$ cat src/core/clrops_cfg.svh
// Constants for the clear/compare/decrement execution datapath.
// Assumes inclusion by bare name from files under core/.
`ifndef CLROPS_CFG_SVH
`define CLROPS_CFG_SVH

`define DATA_W 8
`define ADDR_W 6
`define ZERO_BYTE 8'h00
`define ONE_BYTE 8'h01
`define FLAG_SET 1'b1
`define DEST_ACC 1'b0
`define DEST_REG 1'b1

`endif

$ cat src/core/clrops_pkg.sv
// Types for the clear/compare/decrement execution datapath.
// Assumes nothing beyond a SystemVerilog compiler.
package clrops_pkg;
  // One-hot operation select
  typedef enum logic [6:0] {
    op_none_t_v              = 7'b000_0001,
    accumulator_wipe_op      = 7'b000_0010,
    watchdog_clear_op        = 7'b000_0100,
    register_wipe_op         = 7'b000_1000,
    register_invert_op       = 7'b001_0000,
    register_compare_op      = 7'b010_0000,
    register_decrement_op    = 7'b100_0000
  } op_t;

  typedef struct packed {
    logic [7:0] acc;
    logic zero;
    logic carry;
    logic reg_we;
    logic [5:0] reg_addr;
    logic [7:0] reg_wdata;
    logic wdt_clr;
    logic presc_clr;
    logic watchdog_expiry_flag;
    logic sleep_entry_flag;
    logic done;
  } exec_state_t;
endpackage

$ cat src/core/result_eval.sv
// Combinational result and flag evaluation for one operation.
// Assumes operands are valid in the same cycle as the operation select.
`timescale 1ns/1ps
`default_nettype none
`include "clrops_cfg.svh"
module result_eval
  import clrops_pkg::*;
(
  input wire op_t op_i,
  input wire logic [7:0] acc_i,
  input wire logic [7:0] reg_i,
  output logic [7:0] result_o,
  output logic zero_o,
  output logic carry_o
);
  logic [8:0] diff;

  // Nine-bit subtraction keeps the borrow for the compare
  always_comb begin
    diff = {1'b0, reg_i} - {1'b0, acc_i};
    carry_o = ~diff[8];
    case (op_i)
      accumulator_wipe_op: result_o = `ZERO_BYTE;
      register_wipe_op: result_o = `ZERO_BYTE;
      register_invert_op: result_o = ~reg_i;
      register_compare_op: result_o = diff[7:0];
      register_decrement_op: result_o = reg_i - `ONE_BYTE;
      default: result_o = `ZERO_BYTE;
    endcase
    zero_o = (result_o == `ZERO_BYTE);
  end
endmodule
`default_nettype wire

$ cat src/core/clrops_exec.sv
// Execution stage for six clear/compare/decrement instructions.
// Assumes the core presents one operation per instruction cycle with the
// addressed register's value already read; data memory sits outside.
`timescale 1ns/1ps
`default_nettype none
`include "clrops_cfg.svh"
module clrops_exec
  import clrops_pkg::*;
(
  input wire logic clock_i,
  input wire logic rst_i,
  input wire op_t op_i,
  input wire logic dest_i,
  input wire logic [5:0] reg_addr_i,
  input wire logic [7:0] reg_rdata_i,
  input wire logic presc_to_wdt_i,
  output logic [7:0] acc_o,
  output logic zero_o,
  output logic carry_o,
  output logic reg_we_o,
  output logic [5:0] reg_addr_o,
  output logic [7:0] reg_wdata_o,
  output logic wdt_clr_o,
  output logic presc_clr_o,
  output logic watchdog_expiry_flag_o,
  output logic sleep_entry_flag_o,
  output logic done_o
);
  exec_state_t st_ff;
  exec_state_t nxt_st;
  logic [7:0] result;
  logic res_zero;
  logic res_carry;

  result_eval u_eval (
    .op_i(op_i),
    .acc_i(st_ff.acc),
    .reg_i(reg_rdata_i),
    .result_o(result),
    .zero_o(res_zero),
    .carry_o(res_carry)
  );

  // Next state: every operation finishes in the cycle it is presented
  always_comb begin
    nxt_st = st_ff;
    nxt_st.reg_we = 1'b0;
    nxt_st.wdt_clr = 1'b0;
    nxt_st.presc_clr = 1'b0;
    nxt_st.done = (op_i != op_none_t_v);
    nxt_st.reg_addr = reg_addr_i;
    nxt_st.reg_wdata = result;
    case (op_i)
      accumulator_wipe_op: begin
        nxt_st.acc = result;
        nxt_st.zero = `FLAG_SET;
      end
      watchdog_clear_op: begin
        nxt_st.wdt_clr = 1'b1;
        nxt_st.presc_clr = presc_to_wdt_i;
        nxt_st.watchdog_expiry_flag = `FLAG_SET;
        nxt_st.sleep_entry_flag = `FLAG_SET;
      end
      register_wipe_op: begin
        nxt_st.reg_we = 1'b1;
        nxt_st.zero = `FLAG_SET;
      end
      register_invert_op, register_decrement_op: begin
        nxt_st.zero = res_zero;
        // Destination select steers result
        if (dest_i == `DEST_REG) begin
          nxt_st.reg_we = 1'b1;
        end else begin
          nxt_st.acc = result;
        end
      end
      register_compare_op: begin
        // Difference is dropped: only flags move
        nxt_st.zero = res_zero;
        nxt_st.carry = res_carry;
      end
      default: begin
        nxt_st.done = 1'b0;
      end
    endcase
  end

  // State register; status bits reset low until a watchdog clear
  always_ff @(posedge clock_i or posedge rst_i) begin
    if (rst_i) begin
      st_ff <= '0;
    end else begin
      st_ff <= nxt_st;
    end
  end

  assign acc_o = st_ff.acc;
  assign zero_o = st_ff.zero;
  assign carry_o = st_ff.carry;
  assign reg_we_o = st_ff.reg_we;
  assign reg_addr_o = st_ff.reg_addr;
  assign reg_wdata_o = st_ff.reg_wdata;
  assign wdt_clr_o = st_ff.wdt_clr;
  assign presc_clr_o = st_ff.presc_clr;
  assign watchdog_expiry_flag_o = st_ff.watchdog_expiry_flag;
  assign sleep_entry_flag_o = st_ff.sleep_entry_flag;
  assign done_o = st_ff.done;

  // Checks
  property p_acc_wipe;
    @(posedge clock_i) disable iff (rst_i)
      op_i == accumulator_wipe_op |=> acc_o == `ZERO_BYTE && zero_o && !reg_we_o;
  endproperty
  a_acc_wipe: assert property (p_acc_wipe) else $error("acc wipe wrong");

  property p_wdt_presc;
    @(posedge clock_i) disable iff (rst_i)
      op_i == watchdog_clear_op |=> wdt_clr_o && presc_clr_o == $past(presc_to_wdt_i);
  endproperty
  a_wdt_presc: assert property (p_wdt_presc) else $error("watchdog clear wrong");

  property p_wdt_flags;
    @(posedge clock_i) disable iff (rst_i)
      op_i == watchdog_clear_op |=> watchdog_expiry_flag_o && sleep_entry_flag_o && done_o;
  endproperty
  a_wdt_flags: assert property (p_wdt_flags) else $error("status bits not set");

  property p_reg_wipe;
    @(posedge clock_i) disable iff (rst_i)
      op_i == register_wipe_op |=> reg_we_o && reg_wdata_o == `ZERO_BYTE && zero_o
        && reg_addr_o == $past(reg_addr_i);
  endproperty
  a_reg_wipe: assert property (p_reg_wipe) else $error("register wipe wrong");

  property p_invert;
    @(posedge clock_i) disable iff (rst_i)
      op_i == register_invert_op |=> reg_wdata_o == ~$past(reg_rdata_i)
        && zero_o == ($past(reg_rdata_i) == 8'hFF);
  endproperty
  a_invert: assert property (p_invert) else $error("invert wrong");

  property p_dest;
    @(posedge clock_i) disable iff (rst_i)
      (op_i == register_decrement_op || op_i == register_invert_op)
        |=> reg_we_o == $past(dest_i) && ($past(dest_i) || acc_o == reg_wdata_o);
  endproperty
  a_dest: assert property (p_dest) else $error("destination wrong");

  property p_compare;
    @(posedge clock_i) disable iff (rst_i)
      op_i == register_compare_op |=> carry_o == ($past(reg_rdata_i) >= $past(acc_o))
        && zero_o == ($past(reg_rdata_i) == $past(acc_o));
  endproperty
  a_compare: assert property (p_compare) else $error("compare flags wrong");

  property p_cmp_keep;
    @(posedge clock_i) disable iff (rst_i)
      op_i == register_compare_op |=> !reg_we_o && $stable(acc_o);
  endproperty
  a_cmp_keep: assert property (p_cmp_keep) else $error("compare changed data");

  property p_register_decrement_op;
    @(posedge clock_i) disable iff (rst_i)
      op_i == register_decrement_op |=> reg_wdata_o == $past(reg_rdata_i) - 8'h01
        && zero_o == ($past(reg_rdata_i) == 8'h01);
  endproperty
  a_register_decrement_op: assert property (p_register_decrement_op) else $error("decrement wrong");

  // A select that is not one-hot is refused, so only real operations must report done
  property p_one_cycle;
    @(posedge clock_i) disable iff (rst_i)
      $onehot(op_i) && op_i != op_none_t_v |=> done_o;
  endproperty
  a_one_cycle: assert property (p_one_cycle) else $error("not one cycle");

  c_wdt: cover property (@(posedge clock_i) disable iff (rst_i)
    op_i == watchdog_clear_op && presc_to_wdt_i);
  c_cmp_borrow: cover property (@(posedge clock_i) disable iff (rst_i)
    op_i == register_compare_op ##1 !carry_o);
  c_register_decrement_op_zero: cover property (@(posedge clock_i) disable iff (rst_i)
    op_i == register_decrement_op ##1 zero_o);
endmodule
`default_nettype wire

$ cat config.mk
export PLATFORM = sky130hd
export DESIGN_NAME = clrops_exec
export DESIGN_NICKNAME = d
export VERILOG_FILES = /design/src/core/clrops_pkg.sv /design/src/core/result_eval.sv /design/src/core/clrops_exec.sv
export VERILOG_INCLUDE_DIRS = /design/src /design/src/core
export SDC_FILE = /design/constraint.sdc
export NUM_CORES = 1
export LEC_CHECK = 0
export ABC_AREA = 1
export BUFFER_PORTS_ARGS = -buffer_cell sky130_fd_sc_hd__buf_2
export CORE_MARGIN = 4
export CORE_UTILIZATION = 45
export CTS_BUF_LIST = sky130_fd_sc_hd__clkbuf_16
export CTS_CLUSTER_DIAMETER = 80
export CTS_CLUSTER_SIZE = 25
export DETAILED_ROUTE_END_ITERATION = 7
export GPL_TIMING_DRIVEN = 1
export MAX_ROUTING_LAYER = met4
export PLACE_DENSITY = 0.73
export SYNTH_ARGS = -nofsm -noshare
export SYNTH_HDL_FRONTEND = slang
export SYNTH_SLANG_ARGS = --single-unit
$ cat constraint.sdc
create_clock -name clock_i -period 1.97 [get_ports clock_i]
set_input_delay 0.197 -clock clock_i [delete_from_list [all_inputs] [get_ports clock_i]]
set_output_delay 0.197 -clock clock_i [all_outputs]
set_load 0.02 [all_outputs]
======== Yosys cells after proc, flatten, opt, wreduce, memory -nomap -nowiden ========
Index checks and enable logic that the tools add are counted.
W data, S select, Z words.
storage, ports and cells
  bits in registers ....................... 29
  input bits .............................. 25
  output and inout port bits .............. 30
  logic and storage cells ................. 38
operators by class
  add/sub/neg operators ................... 2
  equality and inequality tests ........... 8
  mux-type cells .......................... 8
  bitwise gates (word level) .............. 2
  reductions and logical operators ........ 8
operator list
  kind                   count
  $pmux W8 S3            1
  $pmux W8 S2            1
  $sub A8 B8 Y9          1
  $logic_not A8 Y1       1
  $mux W8                1
  $not A8 Y8             1
  $sub A8 B1 Y8 const B  1
  $eq A7 B2 Y1 const B   1
  $eq A7 B3 Y1 const B   1
  $eq A7 B4 Y1 const B   1
  $eq A7 B5 Y1 const B   1
  $eq A7 B6 Y1 const B   1
  $eq A7 B7 Y1 const B   1
  $ne A7 B1 Y1 const B   1
  $reduce_or A6 Y1       1
  $mux W4                1
  $pmux W1 S2            2
  $reduce_bool A2 Y1     2
  $reduce_or A2 Y1       2
  $reduce_or A3 Y1       1
  $mux W1                2
  $ne A2 B2 Y1 const B   1
  $reduce_and A2 Y1      1
  $not A1 Y1             1

======== Longest topological paths before layout ========
  word-level depth ........................ 4
  gate-level depth with buffers ........... 14
  depth with buffers taken out ............ 14

======== By module ========
A second synthesis with hierarchy kept.
unflattened totals
  cell total of the unflattened synthesis .. 286
  area total of the unflattened synthesis .. 2,070.7 um^2
modules (own cells, without submodules)
  module       times used  cells an instance  area an instance (um^2)  seq. area each (um^2)
  clrops_exec  1           105                1,117.3                  725.7
  result_eval  1           181                953.4                    0.0

======== Worst setup path before layout ========
Ideal clock, no wire load.
  kind .................................... register to register
  start point ............................. reg st_ff (netlist bit acc_o[0])
  end point ............................... reg st_ff (netlist bit zero_o)
  library setup time ...................... 65 ps
  arrival ................................. 1,820 ps
  data required time ...................... 1,905 ps
  setup slack ............................. 85 ps
  cell stages (with the launch flop) ...... 12
  path buffers ............................ 0
  period minus slack after synthesis ...... 1,885 ps
  cells stage by stage .................... dfrtp_1 ha_1 fa_1 inv_1 nand3_1 a21oi_1 nor2_1 nor2_1 nand3_1 nor2_1 nand3_1 nand2_1
between the ends
  longest elaborated chain between the ends .. 4
ends and longest elaborated chain
  item                        RTL line           RTL
  start, declared             clrops_exec.sv:29  exec_state_t st_ff;
  start signal, assigned      clrops_exec.sv:93  st_ff <= nxt_st;
  $sub A8 B8 Y9               result_eval.sv:20  diff = {1'b0, reg_i} - {1'b0, acc_i};
  $pmux W8 S3                 result_eval.sv:22  case (op_i)
  $logic_not A8 Y1 (no line)  --
  $pmux W1 S2                 clrops_exec.sv:53  case (op_i)
Every way passes these cells.
A chain may end at the register's enable or synchronous reset.

==> parameters.txt <==
Parameter                              Value

Global routing
  Combined global-route utilization of all metal layers    0.1744
  Met3 demand-to-capacity share in global routing    0.03647
  Pin count of the biggest net entering global routing    20
  Peak-usage layer in the global routing report    met2
  Global routing usage on met2    0.2673
  Initial antenna violation count    0
  GRT met1 Usage    0.2301
  Via count of the first global-routing pass    about 1,500
  Global route total overflow    0
  Global-route wire length before repair    slightly below 7 mm

CTS
  TritonCTS Buffers    5
  Clock edge transition at the registers on the reported setup and hold paths    ~0.05 ns
  Skew-Pair Late Insertion Delay    ~0.27 ns
  # clock sinks    29
  Root Buffer    sky130_fd_sc_hd__clkbuf_16
  Clock tree from TritonCTS    done
  H-Tree Depth    2
  Count of hold-fix buffers inserted at cts    0
  Deepest clock path buffer count    2

Power and ir drop
  Proportion of power drawn by flip-flops and latches    0.353
  Total net switching power    between 0.0006 and 0.0007 W
  Leakage power    1.327 nW
  Worst IR Drop VDD    approximately 0.00033 V
  Total internal power    0.001308 W
  Relative contribution of the clock network to total power    0.370
  Combinational share of power    0.277
  Switching power as a share of total power    0.3204
  Power density over cell area    between 800 and 900 nW/um^2

Yosys
  Number of flops mapped to enable cells by yosys    0
  Total nets after synthesis    between 200 and 300
  Cell type with the largest total area after synthesis    sky130_fd_sc_hd__dfrtp_1
  Distinct cells, synth    31
  Flops & latches, synth    29
  Main flop type after synthesis    sky130_fd_sc_hd__dfrtp_1
  Post-Syn Area per Cell    just under 8 sq um
  Number of instances in the synthesized netlist    236
  Biggest area contributors in the synthesized netlist    sky130_fd_sc_hd__dfrtp_1, sky130_fd_sc_hd__nand2_1, sky130_fd_sc_hd__inv_1
  Post-synthesis sequential area ratio    0.3959
  Total standard cell area after synthesis    1833 sq um
  Post-synth ARST share    1.000
  Area share of the largest cell type after synthesis    0.3959
  Number of synthesis warnings    0

Final layout
  Syn-to-layout area delta    28.19%
  Layout Utilization    0.6186
  Final layout net count    ~340
  Count of antenna diodes in the layout    0
  Ratio of cells with drive above 1 in the final layout    0.3389
  Most frequent cells in the layout    sky130_fd_sc_hd__buf_2, sky130_fd_sc_hd__nand2_1, sky130_fd_sc_hd__inv_1
  Post-route cell area    around 2300 sq um
  Most common library cell in the layout ignoring fill and taps    sky130_fd_sc_hd__buf_2

Floorplan
  Floorplan die width    71.82 um
  Core area    about 3800 sq um
  Die extent in y    between 70 and 80 um
  Starting Density    0.4825
  Die footprint    ~5200 sq um
  Io pins    between 50 and 60
  Number of rows created at floorplan    22

Routing
  Final wirelength    approximately 4.1 mm
  Vias per std cell    just under 5
  Count of TritonRoute iterations in the first routing pass    4
  Starting DRC count in detailed routing    between 100 and 150
  Post-route antenna net violation count    0
  Via count    around 1,700
  WL/cell    between 10 and 15 um
  Remaining DRCs    0

Timing
  Fmax    roughly 550 MHz
  Number of setup violations in the final report    0
  Worst-Margin Slew    a little under 0.7 ns
  Clock skew    about 0.0047 ns
  Setup WS post-layout    between 0.15 and 0.2 ns
  Number of hold-slack violations in the final timing report    0
  Setup total negative slack    0 ns
  Final period utilization    0.9218
  Min Clock Period, post-route    between 1.5 and 2 ns
  Smallest hold slack    between 0.02 and 0.03 ns
  Number of slew-limit violations in the final report    0
  Worst relative slew slack    0.5368

Placed design
  Post-DP HPWL    between 3 and 4 mm
  Last weighted congestion value of the routability-driven placer    about 0.90
  Post-place setup slack    -0.0002980 ns
  Standard cell area after detailed placement    2163 sq um
  Total of buffers placed on input and output ports    between 50 and 60

Job
  Maximum Capacitance Violations    0

Setup path
  Data required, critical path    roughly 2.2 ns
  Reg-to-reg startpoint    acc_o[0]$_DFFE_PP0P_
  Endpoint of the most critical register-to-register path    zero_o$_DFFE_PP0P_
  Largest fanout on the critical path    3
  Critical path launch point    acc_o[0]$_DFFE_PP0P_
  Category of the worst setup path launch point    flop
  Worst r2r path cells    13
  Worst setup EP type    flop
  Startpoint-to-endpoint class of the critical path    flop to flop
  Arr. time, crit path    roughly 2.0 ns
  Register-to-Register Setup Slack    roughly 0.15 ns

Worst hold path
  Classification of the worst-slack hold path    input port to asynchronous set/reset pin

Run status
  Run status    finished, final reports clean
[routing by layer]
metal / vias to the layer above / wire, um
met5: - / 0
met4: 0 / 53
met3: 5 / 317
met2: 59 / 1952
met1: 796 / 1816
li1: 866 / -
[cell type report]
| class | instances | area (sq um) |
|---|---|---|
| Clock buffer | 5 | 125.1 |
| Clock inverter | 3 | 17.52 |
| Fill cell | 347 | 1449 |
| Inverter | 46 | 177.7 |
| Multi-Input combinational cell | 159 | 935.9 |
| Sequential cell | 29 | 725.7 |
| Tap cell | 48 | 60.06 |
| Timing Repair Buffer | 59 | 307.8 |
[how the worst max path moves through the flow]
stage | to | cells after the start
floorplan | zero_o$_DFFE_PP0P_ | 11
global placement | zero_o$_DFFE_PP0P_ | 13
detailed placement | zero_o$_DFFE_PP0P_ | 13
CTS | zero_o$_DFFE_PP0P_ | 13
global route | zero_o$_DFFE_PP0P_ | 13
finish | zero_o$_DFFE_PP0P_ | 13
[critical path, stage by stage (launching register included)]
cell,delay [ns]
sky130_fd_sc_hd__dfrtp_1,0.39
sky130_fd_sc_hd__ha_1,0.20
sky130_fd_sc_hd__fa_2,0.35
sky130_fd_sc_hd__inv_1,0.07
sky130_fd_sc_hd__nand3_2,0.08
sky130_fd_sc_hd__nand2_1,0.08
sky130_fd_sc_hd__nand2_1,0.06
sky130_fd_sc_hd__nand2_1,0.06
sky130_fd_sc_hd__nand2_1,0.06
sky130_fd_sc_hd__nand3_1,0.08
sky130_fd_sc_hd__nand2_2,0.08
sky130_fd_sc_hd__nor2_2,0.10
sky130_fd_sc_hd__nand3_1,0.09
sky130_fd_sc_hd__nand2_1,0.06
[stage by stage]
stage / instances / total power (W)
after floorplan: 236 / 0.001051
after global placement: 339 / 0.001202
after detailed placement: 339 / 0.001210
after CTS: 347 / 0.001923
after global routing: 349 / 0.002042
final: 349 / 0.001924
[registers in the layout, indices dropped and copies added, names as in the netlist]
name,flops
acc_o,8
reg_we_o,1
reg_addr_o,6
done_o,1
carry_o,1
presc_clr_o,1
wdt_clr_o,1
zero_o,1
reg_wdata_o,8
sleep_entry_flag_o,1
[cells by family (layout without fill, tap and decap cells)]
| group | after synthesis | count (layout) | share of synthesized area |
|---|---|---|---|
| compound gates | 25 | 25 | 0.09010 |
| flops | 29 | 29 | 0.3959 |
| buf+inv | 48 | 113 | 0.1092 |
| fa+ha+maj | 11 | 11 | 0.07918 |
| simple gates | 121 | 121 | 0.3160 |
| xor+xnor | 2 | 2 | 0.009558 |
[timing repair]
action                                 4_1_cts  5_1_grt
buffers inserted                             0        2
resized for setup                            0        9
endpoints found under the hold margin        0        0
setup endpoints to repair                    0        2
[synth_stat cells, drive strengths merged (2+ instances only)]
master,count
nand2,56
inv,45
dfrtp,29
nor2,29
nand3,28
o21ai,12
a21oi,11
ha,10
nand4,3
buf,2
nor4,2
[power groups by stage]
stage	logic (W)	clock network (W)	registers [W]
finish	0.000533	0.000712	0.000680
global route	0.000602	0.000751	0.000689
CTS	0.000523	0.000720	0.000681
detailed placement	0.000520	0	0.000690
global placement	0.000514	0	0.000687
floorplan	0.000298	0	0.000753
Power figures use the tool's default switching activity.
